[config.mk]
export PLATFORM = sky130hd
export DESIGN_NAME = itrc_timer
export DESIGN_NICKNAME = d
export VERILOG_FILES = /design/src/core/itrc_pkg.sv /design/src/core/itrc_prescaler.sv /design/src/core/itrc_timer.sv
export VERILOG_INCLUDE_DIRS = /design/src /design/src/core
export SDC_FILE = /design/constraint.sdc
export NUM_CORES = 1
export LEC_CHECK = 0
export BUFFER_PORTS_ARGS = -buffer_cell sky130_fd_sc_hd__buf_2
export CAP_MARGIN = 15
export CELL_PAD_IN_SITES_DETAIL_PLACEMENT = 1
export CELL_PAD_IN_SITES_GLOBAL_PLACEMENT = 2
export CORE_UTILIZATION = 29
export DETAILED_ROUTE_END_ITERATION = 10
export PLACE_DENSITY_LB_ADDON = 0.1
export SYNTH_ARGS = -nofsm -noshare
export SYNTH_HDL_FRONTEND = slang
export SYNTH_SLANG_ARGS = --single-unit
[constraint.sdc]
create_clock -name clk_sys -period 3.1 [get_ports clk_sys]
set_clock_uncertainty 0.1 [all_clocks]
set_input_delay 0.155 -clock clk_sys [delete_from_list [all_inputs] [get_ports clk_sys]]
set_output_delay 0.155 -clock clk_sys [all_outputs]
set_load 0.02 [all_outputs]
[src/core/itrc_defs.svh]
// Purpose: Constants of the interval timer / RTC counter: offsets, fields,
//          reset values and timing counts.
// Assumes: 32-bit APB, one aligned word per register.
// Notes:   Definitions only.
`ifndef ITRC_DEFS_SVH
`define ITRC_DEFS_SVH

// ----------------------------------------------------------------------
// Register byte offsets
// ----------------------------------------------------------------------
`define ITRC_OFS_CONTROL    12'h000
`define ITRC_OFS_COUNT      12'h004
`define ITRC_OFS_STATUS     12'h008

// ----------------------------------------------------------------------
// Control field positions
// ----------------------------------------------------------------------
`define ITRC_BIT_RUN        15
`define ITRC_BIT_HALT_IDLE  13
`define ITRC_BIT_GATE_EN    6
`define ITRC_BIT_PRESC_HI   5
`define ITRC_BIT_PRESC_LO   4
`define ITRC_BIT_SYNC_SEL   2
`define ITRC_BIT_CLK_SRC    1

// ----------------------------------------------------------------------
// Reset values and implemented control bit mask
// ----------------------------------------------------------------------
`define ITRC_RST_CONTROL    16'h0000
`define ITRC_RST_COUNT      16'h0000
`define ITRC_MASK_CONTROL   16'hA076

// ----------------------------------------------------------------------
// Prescale terminal counts (ratio minus one)
// ----------------------------------------------------------------------
`define ITRC_TERM_DIV1      8'h00
`define ITRC_TERM_DIV8      8'h07
`define ITRC_TERM_DIV64     8'h3F
`define ITRC_TERM_DIV256    8'hFF

// ----------------------------------------------------------------------
// Timing counts
// ----------------------------------------------------------------------
`define ITRC_SYNC_DEPTH     3
`define ITRC_POST_SYNC      2

`endif

[src/core/itrc_pkg.sv]
// Purpose: Types of the interval timer / RTC counter.
// Assumes: Constants come from itrc_defs.svh.
// Notes:   Mode codes walk a Gray path timer-gated-sync-async.
`default_nettype none
package itrc_pkg;

  // --------------------------------------------------------------------
  // Operating mode
  // --------------------------------------------------------------------
  typedef enum logic [1:0]
  {
    ITRC_MODE_TIMER = 2'h0,
    ITRC_MODE_GATED = 2'h1,
    ITRC_MODE_SYNC  = 2'h3,
    ITRC_MODE_ASYNC = 2'h2
  } itrc_mode_type;

  // --------------------------------------------------------------------
  // Register selection
  // --------------------------------------------------------------------
  typedef enum logic [1:0]
  {
    ITRC_SEL_NONE    = 2'h0,
    ITRC_SEL_CONTROL = 2'h1,
    ITRC_SEL_COUNT   = 2'h3,
    ITRC_SEL_STATUS  = 2'h2
  } itrc_sel_type;

  // --------------------------------------------------------------------
  // Prescaler state
  // --------------------------------------------------------------------
  typedef struct packed
  {
    logic [7:0] count;
    logic       pulse;
  } itrc_presc_state_type;

  // --------------------------------------------------------------------
  // Timer state
  // --------------------------------------------------------------------
  typedef struct packed
  {
    logic        run;
    logic        halt_idle;
    logic        gate_en;
    logic [1:0]  presc;
    logic        sync_sel;
    logic        clk_src;
    logic [15:0] count;
    logic [2:0]  ext_sync;
    logic        ext_level;
    logic        ext_edge;
    logic [2:0]  gate_sync;
    logic        gate_level;
    logic [1:0]  post_sync;
    logic [31:0] prdata;
    logic        slverr;
  } itrc_state_type;

endpackage
`default_nettype wire

[src/core/itrc_prescaler.sv]
// Purpose: Divides a stream of count ticks by 1, 8, 64 or 256.
// Assumes: tick_in is a one-cycle pulse on clk_sys.
// Notes:   pulse_out is registered, one cycle after the terminal tick.
`timescale 1ns/1ps
`default_nettype none
`include "itrc_defs.svh"

module itrc_prescaler
(
  // Clock and reset
  input  wire logic       clk_sys,
  input  wire logic       reset,
  // Control
  input  wire logic       clear,
  input  wire logic [1:0] prescale_select,
  // Ticks
  input  wire logic       tick_in,
  output logic            pulse_out
);
  import itrc_pkg::*;

  itrc_presc_state_type state_reg;
  itrc_presc_state_type state_next;

  function automatic logic [7:0] term_of(input logic [1:0] sel);
    case (sel)
      2'h3:    term_of = `ITRC_TERM_DIV256;
      2'h2:    term_of = `ITRC_TERM_DIV64;
      2'h1:    term_of = `ITRC_TERM_DIV8;
      default: term_of = `ITRC_TERM_DIV1;
    endcase
  endfunction

  always_comb
  begin
    state_next       = state_reg;
    state_next.pulse = 1'b0;
    if (clear)
    begin
      state_next.count = 8'h00;
    end
    else if (tick_in)
    begin
      // One output pulse per ratio input ticks
      if (state_reg.count >= term_of(prescale_select))
      begin
        state_next.count = 8'h00;
        state_next.pulse = 1'b1;
      end
      else
      begin
        state_next.count = state_reg.count + 8'h01;
      end
    end
  end

  always_ff @(posedge clk_sys)
  begin
    if (reset)
    begin
      state_reg <= '0;
    end
    else
    begin
      state_reg <= state_next;
    end
  end

  assign pulse_out = state_reg.pulse;

endmodule
`default_nettype wire

[src/core/itrc_timer.sv]
// Purpose: 16-bit interval timer / RTC time-base counter behind APB.
// Assumes: clk_sys is the instruction cycle clock; pins are asynchronous.
// Notes:   One clock domain; external edges are sampled, then prescaled.
`timescale 1ns/1ps
`default_nettype none
`include "itrc_defs.svh"

module itrc_timer
(
  // Clock and reset
  input  wire logic        clk_sys,
  input  wire logic        reset,
  // APB slave
  input  wire logic        psel,
  input  wire logic        penable,
  input  wire logic        pwrite,
  input  wire logic [11:0] paddr,
  input  wire logic [31:0] pwdata,
  input  wire logic [3:0]  pstrb,
  output logic [31:0]      prdata,
  output logic             pready,
  output logic             pslverr,
  // Pins
  input  wire logic        external_count_pin,
  input  wire logic        gate_pin,
  // Device state
  input  wire logic        idle_mode,
  // Observation
  output itrc_pkg::itrc_mode_type mode,
  output logic [15:0]      count_value
);
  import itrc_pkg::*;

  // ----------------------------------------------------------------------
  // State
  // ----------------------------------------------------------------------
  itrc_state_type state_reg;
  itrc_state_type state_next;

  logic         presc_pulse;
  logic         presc_clear;
  logic         tick_in;
  logic         count_tick;
  logic         stall;
  logic         gate_open;
  logic         setup_phase;
  logic         access_wr;
  logic         ctrl_we;
  logic         cnt_we;
  itrc_sel_type setup_sel;
  itrc_sel_type access_sel;
  logic [15:0]  ctrl_word;
  logic [15:0]  status_word;
  logic [15:0]  wr_merge_ctrl;
  logic [15:0]  wr_merge_cnt;

  // ----------------------------------------------------------------------
  // Decoding
  // ----------------------------------------------------------------------
  function automatic itrc_sel_type sel_of(input logic [11:0] addr);
    case (addr)
      `ITRC_OFS_CONTROL: sel_of = ITRC_SEL_CONTROL;
      `ITRC_OFS_COUNT:   sel_of = ITRC_SEL_COUNT;
      `ITRC_OFS_STATUS:  sel_of = ITRC_SEL_STATUS;
      default:           sel_of = ITRC_SEL_NONE;
    endcase
  endfunction

  function automatic logic [15:0] merge_lanes(input logic [15:0] old_val,
                                              input logic [31:0] wdata,
                                              input logic [3:0]  strb);
    merge_lanes = old_val;
    if (strb[0])
    begin
      merge_lanes[7:0] = wdata[7:0];
    end
    if (strb[1])
    begin
      merge_lanes[15:8] = wdata[15:8];
    end
  endfunction

  assign setup_sel  = sel_of(paddr);
  assign access_sel = sel_of(paddr);

  // Zero wait states: the read word is latched in the setup cycle
  assign pready      = 1'b1;
  assign setup_phase = psel && !penable;
  assign access_wr   = psel && penable && pwrite && pready;
  assign ctrl_we     = access_wr && (access_sel == ITRC_SEL_CONTROL);
  assign cnt_we      = access_wr && (access_sel == ITRC_SEL_COUNT);

  // ----------------------------------------------------------------------
  // Register views
  // ----------------------------------------------------------------------
  always_comb
  begin
    ctrl_word                      = 16'h0000;
    ctrl_word[`ITRC_BIT_RUN]       = state_reg.run;
    ctrl_word[`ITRC_BIT_HALT_IDLE] = state_reg.halt_idle;
    ctrl_word[`ITRC_BIT_GATE_EN]   = state_reg.gate_en;
    ctrl_word[`ITRC_BIT_PRESC_HI]  = state_reg.presc[1];
    ctrl_word[`ITRC_BIT_PRESC_LO]  = state_reg.presc[0];
    ctrl_word[`ITRC_BIT_SYNC_SEL]  = state_reg.sync_sel;
    ctrl_word[`ITRC_BIT_CLK_SRC]   = state_reg.clk_src;
  end

  assign status_word   = {11'h000, state_reg.ext_level, state_reg.gate_level,
                          !stall, mode};
  assign wr_merge_ctrl = merge_lanes(ctrl_word, pwdata, pstrb) & `ITRC_MASK_CONTROL;
  assign wr_merge_cnt  = merge_lanes(state_reg.count, pwdata, pstrb);

  // ----------------------------------------------------------------------
  // Mode and count source
  // ----------------------------------------------------------------------
  // Gate bit only matters on the internal clock, sync bit only on external
  always_comb
  begin
    if (!state_reg.clk_src)
    begin
      mode = state_reg.gate_en ? ITRC_MODE_GATED : ITRC_MODE_TIMER;
    end
    else
    begin
      mode = state_reg.sync_sel ? ITRC_MODE_SYNC : ITRC_MODE_ASYNC;
    end
  end

  assign stall     = !state_reg.run || (state_reg.halt_idle && idle_mode);
  assign gate_open = (mode != ITRC_MODE_GATED) || state_reg.gate_level;

  always_comb
  begin
    case (mode)
      ITRC_MODE_TIMER: tick_in = !stall;
      ITRC_MODE_GATED: tick_in = !stall && gate_open;
      ITRC_MODE_SYNC:  tick_in = !stall && state_reg.ext_edge;
      ITRC_MODE_ASYNC: tick_in = !stall && state_reg.ext_edge;
      default:         tick_in = 1'b0;
    endcase
  end

  // A control write restarts the division so a new ratio starts cleanly
  assign presc_clear = !state_reg.run || ctrl_we;

  itrc_prescaler u_prescaler
  (
    .clk_sys         (clk_sys),
    .reset           (reset),
    .clear           (presc_clear),
    .prescale_select (state_reg.presc),
    .tick_in         (tick_in),
    .pulse_out       (presc_pulse)
  );

  // Sync mode retimes the divided pulse; async uses it as it comes
  always_comb
  begin
    case (mode)
      ITRC_MODE_SYNC:  count_tick = state_reg.run && state_reg.post_sync[1];
      ITRC_MODE_ASYNC: count_tick = state_reg.run && presc_pulse;
      default:         count_tick = state_reg.run && presc_pulse;
    endcase
  end

  // ----------------------------------------------------------------------
  // Next state
  // ----------------------------------------------------------------------
  always_comb
  begin
    state_next = state_reg;

    // Pin sampling: a rising edge counts when stages two and three agree
    state_next.ext_sync  = {state_reg.ext_sync[1:0], external_count_pin};
    state_next.gate_sync = {state_reg.gate_sync[1:0], gate_pin};
    state_next.ext_edge  = 1'b0;
    if (state_reg.ext_sync[1] == state_reg.ext_sync[2])
    begin
      state_next.ext_level = state_reg.ext_sync[2];
      state_next.ext_edge  = state_reg.ext_sync[2] && !state_reg.ext_level;
    end
    if (state_reg.gate_sync[1] == state_reg.gate_sync[2])
    begin
      state_next.gate_level = state_reg.gate_sync[2];
    end

    // Post-prescaler alignment stage
    if (mode == ITRC_MODE_SYNC)
    begin
      state_next.post_sync = {state_reg.post_sync[0], presc_pulse};
    end
    else
    begin
      state_next.post_sync = 2'h0;
    end

    // Counter: a software write wins over a tick in the same cycle
    if (cnt_we)
    begin
      state_next.count = wr_merge_cnt;
    end
    else if (count_tick)
    begin
      state_next.count = state_reg.count + 16'h0001;
    end

    if (ctrl_we)
    begin
      state_next.run       = wr_merge_ctrl[`ITRC_BIT_RUN];
      state_next.halt_idle = wr_merge_ctrl[`ITRC_BIT_HALT_IDLE];
      state_next.gate_en   = wr_merge_ctrl[`ITRC_BIT_GATE_EN];
      state_next.presc     = wr_merge_ctrl[`ITRC_BIT_PRESC_HI:`ITRC_BIT_PRESC_LO];
      state_next.sync_sel  = wr_merge_ctrl[`ITRC_BIT_SYNC_SEL];
      state_next.clk_src   = wr_merge_ctrl[`ITRC_BIT_CLK_SRC];
    end

    // Read data and error are latched in the setup cycle
    if (setup_phase)
    begin
      state_next.slverr = (setup_sel == ITRC_SEL_NONE);
      case (setup_sel)
        ITRC_SEL_CONTROL: state_next.prdata = {16'h0000, ctrl_word};
        ITRC_SEL_COUNT:   state_next.prdata = {16'h0000, state_reg.count};
        ITRC_SEL_STATUS:  state_next.prdata = {16'h0000, status_word};
        default:          state_next.prdata = 32'h0000_0000;
      endcase
    end
  end

  always_ff @(posedge clk_sys)
  begin
    if (reset)
    begin
      state_reg <= '0;
    end
    else
    begin
      state_reg <= state_next;
    end
  end

  // ----------------------------------------------------------------------
  // Outputs
  // ----------------------------------------------------------------------
  assign prdata      = state_reg.prdata;
  assign pslverr     = psel && penable && state_reg.slverr;
  assign count_value = state_reg.count;

  logic tim_steady;
  assign tim_steady = (mode == ITRC_MODE_TIMER) && !stall && (state_reg.presc == 2'h0)
                      && !ctrl_we && !cnt_we;
endmodule
`default_nettype wire

# Yosys cells after proc, flatten, opt, wreduce, memory -nomap -nowiden
# Cells that the tools add are included.
[word_totals]
regBits = 76
input_bits = 56
[op_classes]
addsub = 2
n_lt_le_gt_ge = 1
n_eq_ne = 16
n_mux = 16
bitwise = 3
reduce_logical = 32
[op_table]
columns = ["operator", "n"]
rows = [
  ["one-hot mux 16 bit (3 select lines)", 1],
  ["two-way mux 8 bit", 5],
  ["two-way mux 16 bit", 2],
  ["one-hot mux 8 bit (3 select lines)", 1],
  ["adder 16 x 1 -> 16 bit (second input constant)", 1],
  ["equality test 12 x 3 -> 1 bit (second input constant)", 1],
  ["equality test 12 x 4 -> 1 bit (second input constant)", 1],
  ["equality test 2 bit (second input constant)", 6],
  ["logical AND 1 bit", 12],
  ["zero test 12 bit", 1],
  ["adder 8 x 1 -> 8 bit (second input constant)", 1],
  [">= comparator 8 bit", 1],
  ["AND reduction 2 bit", 4],
  ["OR reduction 2 bit", 4],
  ["equality test 2 x 1 -> 1 bit (second input constant)", 3],
  ["one-hot mux 2 bit (3 select lines)", 1],
  ["zero test 1 bit", 4],
  ["zero test 2 bit", 2],
  ["two-way mux 1 bit", 4],
  ["inequality test 2 bit (second input constant)", 2],
  ["logical OR 1 bit", 3],
  ["inverter 1 bit", 3],
  ["one-hot mux 1 bit (3 select lines)", 1],
  ["OR reduction 3 bit", 1],
  ["other kinds (4)", 5],
]

# Longest topological paths before layout
[depth]
word_depth = 10
ltp_mapped = 8

# Modules after synthesis
# From an unflattened synthesis, not the netlist that was laid out.
[unflattened]
cells_unflattened = 404
hier_area_um2 = 3399.5
[by_module_without_submodules]
columns = ["mod", "instances", "cells_each", "area_per_inst_um2", "seq_area_each_um2"]
rows = [
  ["itrc_timer", 1, 336, 2813.9, 1021.0],
  ["itrc_prescaler", 1, 68, 585.6, 180.2],
]

# Worst setup path after synthesis
# OpenSTA, ideal clock, no wires.
[synth_path]
path_type = "register to register"
from = "register state_reg (netlist bit ctrl_word[5])"
to = "register u_prescaler.state_reg[1] (netlist name)"
setup_ns = 0.066
arrival_time_ns = 2.018
required_time_ns = 2.934
slack_ns = 0.916
path_stages_with_launch = 8
n_path_buf = 0
period_less_slack_ns = 2.184
path_cell_list = "dfxtp_1 -> or2_2 -> ha_1 -> nand2b_1 -> a2111o_1 -> a311oi_1 -> o21ai_1 -> nor2_1"
[synth_between]
elab_chain_len = 6
[synth_rtl]
columns = ["element", "line_no", "text"]
rows = [
  ["start, declared", "itrc_timer.sv:37", "itrc_state_type state_reg;"],
  ["start signal, assigned", "itrc_timer.sv:238", "state_reg <= state_next;"],
  ["equality test 2 x 1 -> 1 bit or equality test 2 bit (tied branches)", "itrc_prescaler.sv:26", "case (sel)"],
  ["one-hot mux 8 bit (3 select lines) (*)", "itrc_prescaler.sv:26", ""],
  ["two-way mux 8 bit (*)", "itrc_prescaler.sv:42", "else if (tick_in)"],
  ["two-way mux 8 bit (*)", "itrc_prescaler.sv:38", "if (clear)"],
  [">= comparator 8 bit (*)", "itrc_prescaler.sv:45", "if (state_reg.count >= term_of(prescale_select))"],
  ["two-way mux 8 bit (*)", "itrc_prescaler.sv:45", ""],
  ["end signal, assigned", "itrc_prescaler.sv:65", "state_reg <= state_next;"],
  ["end, declared", "itrc_prescaler.sv:22", "itrc_presc_state_type state_reg;"],
]
# Mark *: on every way between the ends. The rest lies on a longest branch, timed or not. The select of a mux whose other input is x is not followed.
# A chain may end at the register's enable or synchronous reset.

# Worst setup path in the final report
[layout_path]
from = "register state_reg (netlist bit ctrl_word[5])"
to = "register u_prescaler.state_reg[7] (netlist name)"
# The elaborated chain is that of the path after synthesis.

==> results.txt <==
Worst Hold Launch - pwdata[15]
vias in the first global route - 2,769
Net Switching - 445.7 uW
Synth warnings - 0
placed cell area - 3566 sq um
hold crit path type - primary input to flop
post-synth top area share - 35.40%
Final Net Count - 502
Switching Share - 21.87%
Post-synth EDFFs - 0
Slew headroom - 37.94%
Internal - 1592 uW
Die Ht - 110.2 um
layout overhead on the synthesized area - 17.07%
GRT overflow - 0
Ant. Diodes - 0
first-pass GRT wire length - 15,280 um
wire per inst - 16.86 um
CP Class - flop to flop
H-tree depth - 3
combinational family with the most area after synthesis - simple AND/OR/NAND/NOR gates
Comb power frac - 6.1%
register-to-register setup slack - 630 ps
register share of total power - 38.6%
all-layer global routing usage - 17.23%
core area - 11,420 sq um
hold path endpoint - ctrl_word[15]$_SDFFE_PP0P_
CP Buf/Inv Count - 0
TritonCTS clock tree - yes
drt via density - 4.899
maximum VDD drop - 0.2709 mV
fin crit share - 79.61%
FF+latch count, synth - 60
CP arrival - 2630 ps
CP endpoint kind - flop
IO Pins - 108
Post-Syn Area per Cell - 8.547 sq um
post-synth top area cell - dfxtp_1
Syn Inst Count - 397
cts bufs inserted - 9
Crit Path Max Fanout - 8
XOR/XNOR share of the synthesized area - 2.065%
Cell Rows - 39
routability cong. - 0.7848
antenna violations before repair - 0
Synth Area in Adders - 3.687%
share of cells above drive strength 1 - 24.04%
Critical Path Max Stage Delay - 410 ps
Unique masters post-synth - 56
Final Routed Wirelength - 9847 um
Post-synth top flop - dfxtp_1
Slew Viols, Final - 0
post-synthesis mux area share - 4.277%
# Post-CTS Setup Buffers - 0
outcome - finished, final reports clean
starting DRC count in detailed routing - 77
sequential element share of the synthesized area - 35.40%
critical-path cell list - or2_2 > ha_1 > nand2b_1 > a2111o_1 > a311oi_1 > o21ai_1 > nor2_1
clock group share of total power - 55.2%
Hold Violations, Final - 0
Netlist Area Pre-Place - 3393 sq um
clock latency on the worst-skew pair - 330 ps
Reg clk slew, reported paths - 50 ps
Max Root-Sink Buffers - 2
max_cap viols - 0
Top delay family on crit path - compound AO/OA/AOI/OAI gates
RSZ-0062 raised after global routing - false
critical path data required time - 3260 ps
Critical Path Start Type - flop
highest clock rate - 0.4052 GHz
Starting Density - 29.72%
Design Area, Final - 3973 sq um
IO buf count - 72
sum of negative setup slack - 0 ps
simple-gate portion of the synthesized area - 24.59%
leak pwr - 0.001654 uW
most frequent cell after synthesis - dfxtp_1
Clk Tree Root Cell - clkbuf_16
Setup violations, final - 0
reg2reg end - u_prescaler.state_reg[7]$_SDFFE_PP0N_
post-synthesis compound-gate area fraction - 15.30%
Post-synth top cells - dfxtp_1, buf_4, nor2_1, nand2_1, a21oi_1
post-detail-place hpwl - 7324 um
die footprint - 12,140 sq um
# DRC - 0
FILL cells - 1,409
Worst Reg2Reg Path Length in Cells - 7
largest net degree at the start of global routing - 53
Critical R2R Launch - ctrl_word[5]$_SDFFE_PP0P_
Clock Sinks - 60
Synth async-reset ratio - 0%
pwr/cell area - 512.9 nW/um^2
slowest CP cell - a2111o_1
Pre-antenna DRT Iters - 4
Slew @ Worst Pin - 921.1 ps
hold path cells - 3
Via Count - 2,861
dominant cells by area after synthesis - dfxtp_1, buf_4, nor2_1
Tmin final - 2468 ps
Antenna Nets Post-Route - 0
Die W - 110.2 um
area by class of cell:
type / count / area, sq um / share of cell area, %
Clock buffer: 12 / 266.5 / 6.709
Clock inverter: 4 / 70.07 / 1.764
Inverter: 8 / 30.03 / 0.7559
Multi-Input combinational cell: 273 / 1758 / 44.25
Sequential cell: 60 / 1201 / 30.24
Tap cell: 143 / 178.9 / 4.504
Timing Repair Buffer: 84 / 467.9 / 11.78
cell families (layout without fill, tap and decap cells):
family                     Yosys count  after routing
other                                2             17
DFF                                 60             60
AOI/OAI and AO/OA                   76             76
muxes                               13             13
buffers and inverters               79            108
xor gates and xnor gates             8              8
and+or+nand+nor                    149            149
adders and majority gates           10             10
cells in the final DEF (no fill, tap or decap), types with 11 or more instances in the layout:
master | Yosys | layout
dfxtp_1 | 60 | 60
buf_2 | 5 | 72
nand2_1 | 26 | 26
a21oi_1 | 17 | 17
and3_1 | 14 | 14
conb_1 | 2 | 17
nor2_1 | 37 | 37
nand3_1 | 11 | 11
nor3_1 | 14 | 14
o21ai_0 | 16 | 16
metrics by stage:
stage          hold slack (ps)  utilization, %  power, uW  setup WS (ps)  instances
3_3_place_gp             267.2           31.23      922.2          627.2        561
6_report                 13.56           34.79       2038          632.0        584
3_5_place_dp             274.0           31.23      923.7          598.6        561
4_1_cts                  2.465           34.79       2069          583.8        584
5_1_grt                  21.13           34.79       2115          397.9        584
2_1_floorplan            183.2               -      892.9          916.1        412
tightest hold or removal path, cell delays in order:
cell and delay (ps):
buf_2 110, mux2i_1 70, nor2_1 70
worst max path at each step:
stage	startpoint	endpoint	slack (ps)	cells after the start
6_report	ctrl_word[5]$_SDFFE_PP0P_	u_prescaler.state_reg[7]$_SDFFE_PP0N_	630	7
4_1_cts	ctrl_word[5]$_SDFFE_PP0P_	u_prescaler.state_reg[7]$_SDFFE_PP0N_	580	7
3_5_place_dp	ctrl_word[5]$_SDFFE_PP0P_	u_prescaler.state_reg[7]$_SDFFE_PP0N_	600	7
3_3_place_gp	ctrl_word[5]$_SDFFE_PP0P_	u_prescaler.state_reg[1]$_SDFFE_PP0N_	630	7
5_1_grt	ctrl_word[5]$_SDFFE_PP0P_	u_prescaler.state_reg[7]$_SDFFE_PP0N_	400	7
2_1_floorplan	ctrl_word[5]$_SDFFE_PP0P_	u_prescaler.state_reg[1]$_SDFFE_PP0N_	920	7
routing by layer:
layer	wire [um]	up-vias	GRT usage (%)	share of wire (%)
li1	-	1435	-	-
met1	5208	1355	25.42	53
met2	4134	62	24.55	42
met3	346	9	2.469	3.5
met4	158	0	7.613	1.6
met5	0	-	0	0
timing repair:
item,CTS,global route
resized for setup,0,0
hold endpoints to repair,7,0
hold buffers,7,0
power by group through the flow:
stage / clock network (uW) / logic, uW / registers, uW
global placement: 0 / 119 / 803
CTS: 1150 / 126 / 788
detailed placement: 0 / 119 / 804
floorplan: 0 / 90.7 / 802
finish: 1120 / 125 / 788
global route: 1190 / 138 / 788
Note: power is estimated with default switching activity, not from simulation.
